### src/rtf_consts.svh
`ifndef RTF_CONSTS_SVH
`define RTF_CONSTS_SVH

// ****************************************************************
// Register word indices (byte address is index times four)
// ****************************************************************
`define RTF_IDX_SIGNED_HIGH     8'h01
`define RTF_IDX_SIGNED_LOW      8'h10
`define RTF_IDX_OFFSET_HIGH     8'h11
`define RTF_IDX_OFFSET_LOW      8'h12
`define RTF_IDX_UNSIGNED_HIGH   8'h31
`define RTF_IDX_UNSIGNED_LOW    8'h32
`define RTF_IDX_CONFIG          8'h45
`define RTF_IDX_FILTER          8'h46

// ****************************************************************
// Field positions
// ****************************************************************
`define RTF_CFG_EXT_RES_BIT     0
`define RTF_FLT_ENABLE_BIT      0
`define RTF_FRAC_LSB            3
`define RTF_OFS_LOW_MASK        8'hE0

// ****************************************************************
// Reset values
// ****************************************************************
`define RTF_OFFSET_RESET        8'h00
`define RTF_CONFIG_RESET        8'h00
`define RTF_FILTER_RESET        8'h00

// ****************************************************************
// Fixed values
// ****************************************************************
// Readings of 128.0 degC and above, in 1/32 degC units (corrected value >= 128.0)
`define RTF_EXT_THRESHOLD       16'h1000
// Clamp bounds of the offset-corrected value, in 1/32 degC units
`define RTF_SIGNED_MAX          16'h1FFF
`define RTF_SIGNED_MIN          16'hE000
`define RTF_UNSIGNED_MAX        16'h1FFF

`endif

### src/rtf_pkg.sv
package rtf_pkg;

	// Sample path state
	typedef enum logic [1:0] {
		RTF_IDLE  = 2'b01,
		RTF_APPLY = 2'b10
	} rtf_state_e;

	// Formatted readings, four result bytes
	typedef struct packed {
		logic [7:0] signed_high;
		logic [7:0] signed_low;
		logic [7:0] unsigned_high;
		logic [7:0] unsigned_low;
	} rtf_result_s;

endpackage

### src/rtf_format.sv
`timescale 1ns/10ps
`default_nettype none

`include "rtf_consts.svh"

// ****************************************************************
// Combinational formatter from corrected value to result bytes
// ****************************************************************
module rtf_format (
	// Corrected value, signed, 1/32 degC units
	input  wire logic signed [15:0]   corrected,
	// Mode controls
	input  wire logic                 filter_on,
	input  wire logic                 ext_res,
	// Result bytes
	output var rtf_pkg::rtf_result_s  result
);

	logic signed [15:0] sclamp;
	logic        [15:0] uclamp;
	logic        [1:0]  sfine;
	logic        [1:0]  ufine;

	// Saturation into the two ranges
	always_comb begin
		if (corrected > $signed(`RTF_SIGNED_MAX))
			sclamp = $signed(`RTF_SIGNED_MAX);
		else if (corrected < $signed(`RTF_SIGNED_MIN))
			sclamp = $signed(`RTF_SIGNED_MIN);
		else
			sclamp = corrected;
		if (corrected < 0)
			uclamp = 16'h0000;
		else if (corrected > $signed(`RTF_UNSIGNED_MAX))
			uclamp = `RTF_UNSIGNED_MAX;
		else
			uclamp = corrected;
	end

	// Fine fraction bit selection
	always_comb begin
		if (filter_on && ext_res)
			sfine = sclamp[1:0];
		else if (ext_res)
			sfine = (corrected >= $signed(`RTF_EXT_THRESHOLD))
				? 2'b11 : 2'b00;
		else
			sfine = 2'b00;
		ufine = filter_on ? uclamp[1:0] : 2'b00;
	end

	// Byte packing, unused low bits read zero
	always_comb begin
		result.signed_high   = sclamp[12:5];
		result.signed_low    = {sclamp[4:2], sfine, 3'b000};
		result.unsigned_high = uclamp[12:5];
		result.unsigned_low  = {3'b000, uclamp[4:2], ufine};
	end

endmodule

`default_nettype wire

### src/rtf_top.sv
// Summary of operation
// - Signed low byte top bits carry half, quarter, eighth degree fraction.
// - Filter off: signed fine bits zero unless extended resolution is set.
// - Extended resolution, filter off: fine bits 11 from 128.0 up, else 00.
// - Filter and extended resolution on: fine bits weigh 1/16 and 1/32.
// - Unused bits of both low bytes read as zero: signed bits 2..0, unsigned bits 7..5.
// - Unsigned high byte is integer degrees, top bit 128, lowest 1.
// - Unsigned low byte bits 4..2 weigh half, quarter, eighth degree.
// - Filter off: unsigned fine bits held at zero.
// - Filter on: unsigned bits 1..0 weigh 1/16 and 1/32 degree.
// - Programmed signed offset is added to each converter sample taken while idle.
// - Offset high byte and low byte bits 7..5, both reset to zero.
// - Signed high byte is two's complement integer, sign on top, for readings from -128.0 to below 128.0.

`timescale 1ns/10ps
`default_nettype none

`include "rtf_consts.svh"

// ****************************************************************
// Remote temperature result formatting with Wishbone registers
// ****************************************************************
module rtf_top (
	// Clock and reset
	input  wire logic        CLK,
	input  wire logic        RST,
	// Converter sample, signed, 1/32 degC units
	input  wire logic [15:0] SAMPLE,
	input  wire logic        SAMPLE_VALID,
	// Wishbone slave
	input  wire logic        CYC_I,
	input  wire logic        STB_I,
	input  wire logic        WE_I,
	input  wire logic [9:0]  ADR_I,
	input  wire logic [3:0]  SEL_I,
	input  wire logic [31:0] DAT_I,
	output logic      [31:0] DAT_O,
	output logic             ACK_O,
	output logic             ERR_O
);

	// ****************************************************************
	// State
	// ****************************************************************
	typedef struct packed {
		rtf_pkg::rtf_state_e  state;
		logic [15:0]          raw;
		logic [7:0]           ofs_high;
		logic [7:0]           ofs_low;
		logic [7:0]           config_reg;
		logic [7:0]           filter_reg;
		rtf_pkg::rtf_result_s result;
		logic [7:0]           signed_low_hold;
		logic [7:0]           unsigned_low_hold;
		logic                 ack;
		logic                 err;
		logic [31:0]          rdata;
	} rtf_regs_s;

	rtf_regs_s r;
	rtf_regs_s next_r;

	// ****************************************************************
	// Register map
	// ****************************************************************
	// Entry numbers, one per register
	localparam int ent_sig_high = 0;
	localparam int ent_sig_low  = 1;
	localparam int ent_ofs_high = 2;
	localparam int ent_ofs_low  = 3;
	localparam int ent_uns_high = 4;
	localparam int ent_uns_low  = 5;
	localparam int ent_config   = 6;
	localparam int ent_filter   = 7;
	localparam int num_regs     = 8;

	// Word index of each entry, entry 0 in the lowest byte
	localparam logic [num_regs-1:0][7:0] reg_idx = {
		`RTF_IDX_FILTER,
		`RTF_IDX_CONFIG,
		`RTF_IDX_UNSIGNED_LOW,
		`RTF_IDX_UNSIGNED_HIGH,
		`RTF_IDX_OFFSET_LOW,
		`RTF_IDX_OFFSET_HIGH,
		`RTF_IDX_SIGNED_LOW,
		`RTF_IDX_SIGNED_HIGH
	};

	// ****************************************************************
	// Signals
	// ****************************************************************
	logic signed [15:0]       offset_val;
	logic signed [15:0]       corrected;
	rtf_pkg::rtf_result_s     formatted;
	logic                     req;
	logic                     wr_low_lane;
	logic [7:0]               word_idx;
	logic                     aligned;
	logic [num_regs-1:0]      hit;
	logic                     mapped;
	logic [num_regs-1:0][7:0] reg_val;
	logic [7:0]               rd_byte;
	logic                     wr_go;
	logic                     rd_go;
	logic                     wr_ofs_high;
	logic                     wr_ofs_low;
	logic                     wr_config;
	logic                     wr_filter;
	logic                     rd_sig_high;
	logic                     rd_uns_high;
	logic [7:0]               wr_byte;
	logic                     sample_take;

	// Offset in 1/32 degC units, eighth-degree resolution
	assign offset_val = {{3{r.ofs_high[7]}}, r.ofs_high,
		r.ofs_low[7:5], 2'b00};

	// Corrected value from last sample
	assign corrected = $signed(r.raw) + offset_val;

	// ****************************************************************
	// Formatter
	// ****************************************************************
	rtf_format u_format (
		.corrected (corrected),
		.filter_on (r.filter_reg[`RTF_FLT_ENABLE_BIT]),
		.ext_res   (r.config_reg[`RTF_CFG_EXT_RES_BIT]),
		.result    (formatted)
	);

	// ****************************************************************
	// Address decode
	// ****************************************************************
	// Request qualification and byte address split
	assign req         = CYC_I && STB_I && !r.ack && !r.err;
	assign wr_low_lane = WE_I && SEL_I[0];
	assign word_idx    = ADR_I[9:2];
	assign aligned     = (ADR_I[1:0] == 2'b00);

	// One hit line per register, misaligned addresses hit nothing
	for (genvar g = 0; g < num_regs; g++) begin : g_hit
		assign hit[g] = aligned && (word_idx == reg_idx[g]);
	end

	// Any hit makes the access legal
	assign mapped = |hit;

	// ****************************************************************
	// Register read values
	// ****************************************************************
	// Low result bytes come from the copies frozen by high-byte reads
	always_comb begin
		reg_val               = '0;
		reg_val[ent_sig_high] = r.result.signed_high;
		reg_val[ent_sig_low]  = r.signed_low_hold;
		reg_val[ent_ofs_high] = r.ofs_high;
		reg_val[ent_ofs_low]  = r.ofs_low;
		reg_val[ent_uns_high] = r.result.unsigned_high;
		reg_val[ent_uns_low]  = r.unsigned_low_hold;
		reg_val[ent_config]   = r.config_reg;
		reg_val[ent_filter]   = r.filter_reg;
	end

	// One-hot read selection, zero when nothing hits
	always_comb begin
		rd_byte = 8'h00;
		for (int i = 0; i < num_regs; i++) begin
			if (hit[i])
				rd_byte = rd_byte | reg_val[i];
		end
	end

	// ****************************************************************
	// Access strobes
	// ****************************************************************
	// Accepted mapped reads and low-lane writes
	assign wr_go = req && mapped && wr_low_lane;
	assign rd_go = req && mapped && !WE_I;

	// Per-register write strobes, read-only entries have none
	assign wr_ofs_high = wr_go && hit[ent_ofs_high];
	assign wr_ofs_low  = wr_go && hit[ent_ofs_low];
	assign wr_config   = wr_go && hit[ent_config];
	assign wr_filter   = wr_go && hit[ent_filter];

	// High-byte reads that freeze the matching low byte
	assign rd_sig_high = rd_go && hit[ent_sig_high];
	assign rd_uns_high = rd_go && hit[ent_uns_high];

	// Write byte, lane 0 only
	assign wr_byte = DAT_I[7:0];

	// Converter sample taken only while idle
	assign sample_take = SAMPLE_VALID && (r.state == rtf_pkg::RTF_IDLE);

	// ****************************************************************
	// Next state
	// ****************************************************************
	always_comb begin
		next_r     = r;
		next_r.ack = 1'b0;
		next_r.err = 1'b0;

		// Sample capture, then result update one cycle later
		case (r.state)
		rtf_pkg::RTF_IDLE: begin
			if (sample_take) begin
				next_r.raw   = SAMPLE;
				next_r.state = rtf_pkg::RTF_APPLY;
			end
		end
		rtf_pkg::RTF_APPLY: begin
			next_r.result = formatted;
			next_r.state  = rtf_pkg::RTF_IDLE;
		end
		default: next_r.state = rtf_pkg::RTF_IDLE;
		endcase

		// Bus answer, one cycle after the request is taken
		if (req) begin
			next_r.ack   = mapped;
			next_r.err   = !mapped;
			next_r.rdata = mapped ? {24'h00_0000, rd_byte} : 32'h0000_0000;
		end

		// High-byte read freezes the matching low byte
		if (rd_sig_high)
			next_r.signed_low_hold = r.result.signed_low;
		if (rd_uns_high)
			next_r.unsigned_low_hold = r.result.unsigned_low;

		// Register writes
		if (wr_ofs_high)
			next_r.ofs_high = wr_byte;
		if (wr_ofs_low)
			next_r.ofs_low = wr_byte & `RTF_OFS_LOW_MASK;
		if (wr_config)
			next_r.config_reg = wr_byte;
		if (wr_filter)
			next_r.filter_reg = wr_byte;
	end

	// ****************************************************************
	// Registers
	// ****************************************************************
	always_ff @(posedge CLK or posedge RST) begin
		if (RST) begin
			r.state             <= rtf_pkg::RTF_IDLE;
			r.raw               <= 16'h0000;
			r.ofs_high          <= `RTF_OFFSET_RESET;
			r.ofs_low           <= `RTF_OFFSET_RESET;
			r.config_reg        <= `RTF_CONFIG_RESET;
			r.filter_reg        <= `RTF_FILTER_RESET;
			r.result            <= '0;
			r.signed_low_hold   <= 8'h00;
			r.unsigned_low_hold <= 8'h00;
			r.ack               <= 1'b0;
			r.err               <= 1'b0;
			r.rdata             <= 32'h0000_0000;
		end else begin
			r <= next_r;
		end
	end

	// Outputs
	assign DAT_O = r.rdata;
	assign ACK_O = r.ack;
	assign ERR_O = r.err;

endmodule

`default_nettype wire

### config.mk
export PLATFORM = sky130hd
export DESIGN_NAME = rtf_top
export DESIGN_NICKNAME = d
export VERILOG_FILES = /design/src/rtf_pkg.sv /design/src/rtf_format.sv /design/src/rtf_top.sv
export VERILOG_INCLUDE_DIRS = /design/src
export SDC_FILE = /design/constraint.sdc
export NUM_CORES = 1
export LEC_CHECK = 0
export BUFFER_PORTS_ARGS = -buffer_cell sky130_fd_sc_hd__clkbuf_2
export CORE_MARGIN = 5
export CORE_UTILIZATION = 27
export CTS_BUF_LIST = sky130_fd_sc_hd__clkbuf_4
export DETAILED_ROUTE_END_ITERATION = 7
export PLACE_DENSITY = 0.44
export SETUP_SLACK_MARGIN = 0.4
export SLEW_MARGIN = 15
export SYNTH_ARGS = -nofsm -noshare
export SYNTH_HDL_FRONTEND = slang
export SYNTH_SLANG_ARGS = --single-unit
### constraint.sdc
create_clock -name CLK -period 3.25 [get_ports CLK]
set_input_delay 0.4875 -clock CLK [delete_from_list [all_inputs] [get_ports CLK]]
set_output_delay 0.4875 -clock CLK [all_outputs]
set_load 0.02 [all_outputs]
Word level (Yosys, flattened, before mapping)
Index checks and enable logic that the tools add are counted.
{ "totals": {"out_inout_bits": 34, "input_bits": 68, "elab_cells": 88, "ff_bits": 115} }
{ "op_classes": {"n_eq_ne": 11, "reduce_logical": 30, "order_cmp": 4, "mux": 20, "add_sub_neg": 1, "n_bitwise": 7} }
{ "ops": {"columns": ["cell", "n"], "rows": [
  ["$mux W8", 9],
  ["$mux W13", 4],
  ["$or A8 B8 Y8", 6],
  ["$mux W34", 1],
  ["$eq A8 B5 Y1 const B", 3],
  ["$logic_and A1 B1 Y1", 23],
  ["$mux W18", 1],
  ["$add A16 B13 Y16", 1],
  ["$eq A8 B6 Y1 const B", 2],
  ["$eq A8 B7 Y1 const B", 2],
  ["$ge A16 B14 Y1 const B", 1],
  ["$gt A16 B14 Y1 const B", 1],
  ["$lt A16 B1 Y1 const B", 1],
  ["$lt A16 B14 Y1 const B", 1],
  ["$mux W2", 5],
  ["$eq A8 B1 Y1 const B", 1],
  ["$or A8 B5 Y8", 1],
  ["$reduce_or A8 Y1", 1],
  ["$logic_not A1 Y1", 4],
  ["$eq A2 B1 Y1 const B", 1],
  ["$eq A2 B2 Y1 const B", 1],
  ["$logic_not A2 Y1", 1],
  ["$ne A2 B2 Y1 const B", 1],
  ["$reduce_and A2 Y1", 1]
]} }

Longest topological paths before layout
Gate-level depths: netlist of the first run.
{ "depth": {"ltp_word": 19, "mapped_depth": 10, "depth_no_buf": 9} }

Hierarchy
From an unflattened synthesis of the first run, not the netlist that was laid out.
{ "unflattened": {"hier_cells": 505, "hier_area_um2": 5560.3} }
{ "by_module_without_submodules": {"columns": ["mod", "area_each_um2", "cells_per_inst", "seq_area_each_um2", "instances"], "rows": [
  ["rtf_top", 5297.6, 449, 2578.7, 1],
  ["rtf_format", 262.8, 56, 0.0, 1]
]} }

Worst setup path after synthesis of the first run
OpenSTA, ideal clock, no wires.
{ "synth_timing": {"kind": "register -> register", "startpoint": "register r[116] in the netlist's numbering", "endpoint": "register r[81] in the netlist's numbering", "required_time_ns": 3.187, "setup_ns": 0.063, "arrival_ns": 2.570, "path_slack_ns": 0.616, "path_stages_with_launch": 11, "path_buffers": 1, "synth_period_minus_slack_ns": 2.634, "path_cell_list": "dfrtp_1 -> ha_1 -> fa_1 -> a21o_1 -> a221oi_2 -> or3b_1 -> o2111ai_1 -> or3_4 -> buf_6 -> a21oi_1 -> o22a_2"} }
{ "synth_between": {"elab_chain_len": 4, "elab_cells_between_ends": 5, "classes_between": "1 x add/sub; 2 x order compare; 2 x mux"} }
{ "synth_lines": {"columns": ["item", "line", "text"], "rows": [
  ["from (decl)", "rtf_top.sv:60", "rtf_regs_s r;"],
  ["from (signal assigned)", "rtf_top.sv:261", "r <= next_r;"],
  ["$add A16 B13 Y16 *", "rtf_top.sv:119", "assign corrected = $signed(r.raw) + offset_val;"],
  ["$lt A16 B14 Y1", "rtf_format.sv:28", "else if (corrected < $signed(`RTF_SIGNED_MIN))"],
  ["$mux W13", "rtf_format.sv:28", null],
  ["$mux W13 *", "rtf_format.sv:26", "if (corrected > $signed(`RTF_SIGNED_MAX))"]
]} }
Every way passes the cells marked *; elsewhere a longest branch is shown, timed or not.
A chain may end at the register's enable or synchronous reset.

Worst setup path in the final report of the first run
{ "layout_timing": {"startpoint": "register r (netlist bit offset_val[2])", "endpoint": "register r[71] in the netlist's numbering"} }
The elaborated chain is that of the path after synthesis.

==> key figures, run 1 <==
Outcome
  – Status: completed

Logic synthesis
  – Compound-Gate Fraction of Synth Area: 0.1794
  – Adder-Cell Fraction of Synth Area: 0.03726
  – Dominant combinational cell family by area after synthesis: compound AO/OA/AOI/OAI gates
  – Yosys cell types: 69
  – Post-synth EDFFs: 0
  – Synth Cell Area: around 0.0049 sq mm
  – Post-Synthesis Cells: 461
  – Share of async-settable or async-resettable flops after synthesis: 1.000
  – Post-Synth Simple-Gate Area: 0.1462
  – Predominant post-synthesis flop cell: dfrtp_1
  – Yosys reg bits: 91
  – Total number of yosys warnings: 0
  – Post-synthesis xor/xnor area fraction: 0.01429
  – Mux contribution to synthesized area: 0.08933
  – Post-Syn Area per Cell: around 11 sq um
  – Post-synthesis sequential area ratio: 0.4648

Floorplanning
  – Num rows: 49
  – DIE WIDTH: 144.7 um
  – IO Count: 102
  – Initial Utilization: 0.2738
  – Die ar.: 0.02095 sq mm
  – Core area: about 0.018 sq mm
  – Die Y-Extent: 144.7 um

STA
  – Clock skew: 0.01332 ns
  – Final hold vios: 0
  – Max Freq: between 300 and 400 MHz
  – TNS Setup: 0 ns
  – RSZ-0062 raised after global routing: no
  – Max_slew headroom: 0.4954
  – Final setup margin: 0.5491 ns
  – Crit path time final: 2.701 ns
  – # setup viols final: 0
  – Slew @ Worst Pin: 0.7569 ns
  – Pins Over Slew Limit: 0
  – Period utilization: 0.8311

Critical path
  – CP Launch Type: flip-flop
  – Peak fanout along the critical path: 7
  – Reg2Reg Setup Slack: 0.55 ns
  – WS Path Type: reg2reg
  – CP arrival: roughly 3.1 ns
  – Worst setup EP type: flip-flop
  – Worst Path Required: roughly 3.7 ns

Routing
  – Average routed wire per standard cell: 17.37 um
  – Via Count: 3646
  – Post-route ant nets: 0
  – Routed wire length: around 13000 um
  – Remaining DRCs: 0
  – Router iterations before antenna repair: 6
  – Drt via density: just under 5
  – Initial drt markers: 226

Clocking
  – CTS tree: built
  – Clk slew on worst S/H paths: 0.14 ns
  – CTS max path bufs: 2
  – Worst-skew pair later-pin latency: 0.48 ns
  – # H-tree levels: 3
  – Num CTS Buffers: 9
  – Clock sink total: 91
  – Hold_buf cts: 0
  – Root Buffer: clkbuf_4

Place
  – Post-detail-place hpwl: between 9000 and 10000 um
  – RePlAce Congestion: 0.8758
  – Place WS: approximately 0.067 ns
  – Placed cell areas: between 0.005 and 0.006 sq mm
  – PortBufs: 50

GRT
  – First-pass GRT wire length: 20620 um
  – Largest net degree at the start of global routing: 56
  – Vias in the first global route: about 3700
  – GRT Util Overall: 0.1293
  – Initial antenna violation count: 0
  – GR Overflow Total: 0

Finish
  – FF+latch area: 0.002281 sq mm
  – FILL cells: ~1900
  – Core Util, Final: 0.3093
  – Area occupied by multi-input gates: 0.002450 sq mm
  – Most common cell after layout, fill and taps aside: dfrtp_1
  – ANT cells: 0
  – Area delta synth->final: 12.94%
  – Layout cell share with drive strength beyond 1: 0.3179
  – Most frequent cells in the layout: dfrtp_1 (88), nand2_1 (73), clkbuf_2 (50)
  – Final Instance Area: 0.005537 sq mm
  – Nets: 596

Job
  – Max-cap check violation count: 0

Power and ir drop
  – Lkg Pwr: ~0.0026 uW
  – Power Dens Cells: 479.3 mW/mm^2
  – VDD IR max: 168.8 uV
  – Total power: 2654 uW

Hold path
  – Tightest Hold Check Type: in2async
[sequential cells by signal (all words and copies together) (netlist names)]
| name | count |
|---|---|
| ACK_O | 1 |
| r | 70 |
| DAT_O | 8 |
| offset_val | 11 |
| ERR_O | 1 |
[logic make-up (layout without fill, tap and decap cells)]
| kind of cell | Yosys count | in the layout |
|---|---|---|
| AOI/OAI and AO/OA | 115 | 115 |
| xor gates and xnor gates | 8 | 8 |
| adders and majority gates | 14 | 14 |
| buffers and inverters | 53 | 88 |
| DFF | 91 | 91 |
| muxes | 39 | 39 |
| other | 1 | 24 |
| and+or+nand+nor | 140 | 140 |
[metal layers]
metal	vias to the layer above	global-route usage	share of wire
li1	1739	-	-
met1	1803	0.1694	0.46
met2	81	0.2104	0.48
met3	23	0.02432	0.039
met4	0	0.05253	0.027
met5	-	0	0
[worst max-delay path, cell delays in order (launching register included)]
cell	delay (ns)
dfrtp_1	0.45
ha_2	0.20
fa_2	0.35
a21o_1	0.20
a221oi_2	0.26
or3b_4	0.19
o2111ai_4	0.13
or3_4	0.39
buf_6	0.17
a21boi_2	0.17
o22a_1	0.14
[cell usage after synthesis, drive strengths merged (2+ instances only)]
cell type / count / share of area
o22a: 11 / 0.020
clkbuf: 10 / 0.0077
nor4: 2 / 0.0056
nor3b: 5 / 0.011
buf: 38 / 0.056
nand2b: 2 / 0.0026
a221oi: 7 / 0.014
o211ai: 6 / 0.0092
nand3b: 2 / 0.0031
or3b: 2 / 0.0036
a211oi: 2 / 0.0031
nor3: 8 / 0.010
a21oi: 14 / 0.014
mux2: 38 / 0.087
nand2: 76 / 0.061
xnor2: 6 / 0.011
and3: 3 / 0.0041
a21o: 6 / 0.0097
inv: 4 / 0.0031
a222oi: 11 / 0.022
dfrtp: 90 / 0.46
o31ai: 2 / 0.0031
a31oi: 8 / 0.010
nand3: 7 / 0.0071
a21boi: 9 / 0.020
nor2b: 2 / 0.0026
or2: 3 / 0.0038
xor2: 2 / 0.0036
o21ai: 21 / 0.021
o21a: 4 / 0.0061
ha: 13 / 0.033
a22o: 7 / 0.013
and2: 3 / 0.0038
or3: 3 / 0.0059
nor2: 19 / 0.017
[through the flow]
step           hold WS, ns  cells
2_1_floorplan       0.4376    484
3_3_place_gp        0.4612    728
3_5_place_dp        0.4713    728
4_1_cts            0.04222    747
5_1_grt            0.08574    748
6_report           0.04760    748
[final cells by class]
cell class	count	area share
clock buffers	9	0.01220
well taps	229	0.05175
clock inverters	7	0.006102
flip-flops and latches	91	0.4120
inverters	5	0.003616
repair buffers	67	0.07186
multi-input cells	340	0.4425
[worst paths after layout]
| path | startpoint | endpoint | cells past startpoint |
|---|---|---|---|
| worst max-delay path | offset_val[2]$_DFFE_PP0P_ | r[71]$_DFFE_PP0N_ | 10 |
| worst min-delay path | RST | r[121]$_DFFE_PP0P_ | 2 |
| worst max register to register | offset_val[2]$_DFFE_PP0P_ | r[71]$_DFFE_PP0N_ | 10 |
| worst min register to register | r[52]$_DFFE_PP0N_ | r[52]$_DFFE_PP0N_ | 2 |
| max in group asynchronous | RST | offset_val[6]$_DFFE_PP0P_ | 3 |
| min in group CLK | SAMPLE[0] | r[114]$_DFFE_PP0P_ | 3 |
[report_power, final]
group | internal [uW] | switching (uW)
Combinational | 285 | 384
Sequential | 1320 | 121
Clock | 148 | 400
Total | 1750 | 904
[repair_timing]
action	CTS	global route
setup buffers	3	1
gates resized for setup	9	16
setup endpoints to repair	18	21
pin swaps	4	4
(Power assumes the default switching activity.)
==> run 2: changes to the inputs <==
==> constraint.sdc (replaced) <==
create_clock -name CLK -period 2.55 [get_ports CLK]
set_input_delay 0.3825 -clock CLK [delete_from_list [all_inputs] [get_ports CLK]]
set_output_delay 0.3825 -clock CLK [all_outputs]
set_load 0.02 [all_outputs]
==> key figures, run 2 (synthesized netlist as in run 1, its figures left out) <==
Clocking
  – Num CTS Buffers: 9 (unchanged)
  – CTS tree: built
  – Worst-skew pair later-pin latency: 0.49 ns (about the same)
  – # H-tree levels: 3 (unchanged)
  – Clk slew on worst S/H paths: 0.16 ns (+0.02 ns)
  – Clock sink total: 91 (unchanged)
  – CTS max path bufs: 2 (unchanged)
  – Root Buffer: clkbuf_4

STA
  – RSZ-0062 raised after global routing: yes
  – Pins Over Slew Limit: 0 (unchanged)
  – Final hold vios: 0 (unchanged)
  – # setup viols final: 18 (+18)
  – Max_slew headroom: 0.4550 (-0.04039)
  – Crit path time final: 2.668 ns (-0.03332 ns)
  – Period utilization: 1.046 (+0.2151)
  – Clock skew: 0.02293 ns (+0.009604 ns)
  – Final setup margin: -0.1176 ns (-0.6667 ns)
  – Slew @ Worst Pin: 0.8175 ns (+0.06058 ns)
  – Max Freq: 374.9 MHz (+1.2%)
  – Fin Hold WS: 0.08045 ns (+0.03285 ns)

Floorplanning
  – Die Y-Extent: 144.7 um (unchanged)
  – Num rows: 49 (unchanged)
  – IO Count: 102 (unchanged)
  – DIE WIDTH: 144.7 um (unchanged)
  – Initial Utilization: 0.2738 (unchanged)
  – Core area: 0.01790 sq mm (unchanged)
  – Die ar.: 0.02095 sq mm (unchanged)

Job
  – Max-cap check violation count: 0 (unchanged)

Routing
  – Routed met1 length: 6124 um (+3.0%)
  – Router iterations before antenna repair: 5 (-1)
  – Top Layer Used: met4
  – Average routed wire per standard cell: 16.37 um (-5.7%)
  – Routed length on met2: 6235 um (+0.71%)
  – Routed wire length: 13050 um (+0.45%)
  – Via Count: 3734 (+2.4%)
  – Drt via density: 4.685 (-3.9%)
  – Initial drt markers: 245 (+8.4%)
  – Routed length on met3: 476 um (-6.1%)
  – Post-route ant nets: 0 (unchanged)
  – Remaining DRCs: 0 (unchanged)

Outcome
  – Status: complete, but fails checks
  – Failing checks: setup timing

GRT
  – GRT Util Overall: 0.1326 (+0.003309)
  – Largest net degree at the start of global routing: 92 (+64%)
  – Vias in the first global route: 3948 (+6.4%)
  – Initial antenna violation count: 0 (unchanged)
  – GR Overflow Total: 0 (unchanged)
  – First-pass GRT wire length: 21230 um (+3.0%)

Finish
  – ANT cells: 0 (unchanged)
  – Most frequent cells in the layout: dfrtp_1 (89), nand2_1 (73), buf_4 (53)
  – Max reg flops: 70 (unchanged)
  – Nets: 645 (+8.2%)
  – Area delta synth->final: 24.07%
  – Most common cell after layout, fill and taps aside: dfrtp_1
  – Core Util, Final: 0.3397 (+0.03047)
  – Largest Register: r
  – Layout cell share with drive strength beyond 1: 0.3996 (+0.08173)

Power and ir drop
  – Power Dens Cells: 624.6 mW/mm^2 (+30%)
  – VDD IR max: 246.1 uV (+46%)
  – Lkg Pwr: 0.002890 uW (+12%)

Critical path
  – WS Path Type: reg2reg
  – Max incr delay on CP: 0.46 ns (about the same)
  – Crit-path cells: ha_1 > nand2_1 > o21ai_0 > nor3b_1 > mux2_2 > or2_1 > buf_4 > a21o_2 > o211ai_1
  – CP Launch Type: flip-flop
  – Top Family by Delay on Critical Path: compound AO/OA/AOI/OAI gates
  – Worst Path Required: 2.97 ns (-0.71 ns)
  – Peak fanout along the critical path: 7 (unchanged)
  – CP max-delay cell: dfrtp_1
  – Worst setup EP type: flip-flop
  – CP arrival: 3.09 ns (-0.04 ns)
  – Buf+Inv Stages, Crit Path: 1 (unchanged)

Place
  – PortBufs: 50 (unchanged)
  – RePlAce Congestion: 0.7991 (-8.8%)
  – Post-detail-place hpwl: 10210 um (+2.5%)

Hold path
  – Tightest Hold Check Type: in2reg
run 2: cell types whose count changed in the layout (fill, tap and decap cells not counted), moves of 7 or more:
cell and change:
buf_4 +39, o21ai_2 +7, buf_6 +7, o21ai_0 -9
run 2: what timing repair did:
action / 4_1_cts / 5_1_grt
hold buffers: 1 / 0
pin swaps: 13 / 10
resized for setup: 43 / 7
setup buffers: 3 / 1
cloned: 1 / 0
hold endpoints to repair: 8 / 0
setup endpoints to repair: 26 / 26
run 2: worst min-delay path, cell delays in order:
cell and delay, ns:
clkbuf_2 0.08, nand2_1 0.04, nand2_1 0.04
run 2: report_power, final:
group          total [uW]  internal, uW  switching, uW  leakage, uW
clock network         935           410            525    0.0000846
registers            1840          1680            163      0.00118
logic                1020           476            546      0.00162
run 2: worst paths after layout:
kind,start,to,slack [ns],cells past startpoint
worst max-delay path,offset_val[10]$_DFFE_PP0P_,r[69]$_DFFE_PP0N_,-0.12,9
worst min-delay path,SAMPLE[9],r[123]$_DFFE_PP0P_,0.08,3
worst max register to register,offset_val[10]$_DFFE_PP0P_,r[69]$_DFFE_PP0N_,-0.12,9
worst min register to register,r[51]$_DFFE_PP0N_,r[51]$_DFFE_PP0N_,0.50,2
max in group asynchronous,RST,offset_val[3]$_DFFE_PP0P_,1.59,4
min in group asynchronous,RST,r[129]$_DFFE_PP0P_,0.57,4
run 2: area by class of cell:
class | instances | area [sq um]
Sequential cell | 91 | 2280
Clock buffer | 10 | 75.07
Clock inverter | 6 | 88.84
Multi-Input combinational cell | 340 | 2510
Inverter | 5 | 22.52
Timing Repair Buffer | 116 | 819.5
Fill cell | 1841 | 11820
Tap cell | 229 | 286.5
run 2: layer usage:
layer	vias up	track usage
li1	1829	-
met2	76	0.2136
met4	0	0.05155
met3	12	0.02300
met1	1817	0.1779
met5	-	0
run 2: per-stage QoR:
step	power, uW	TNS, ns	instance area [sq um]	instances	setup WS [ns]
final	3799	-1.677	6082	797	-0.1176
after global routing	4044	-5.786	6082	797	-0.3076
after CTS	3836	-1.836	6048	796	-0.1565
after detailed placement	2790	-3.652	5736	775	-0.2077
after global placement	2772	-3.357	5736	775	-0.1904
after floorplan	2489	0	5045	484	0.01843
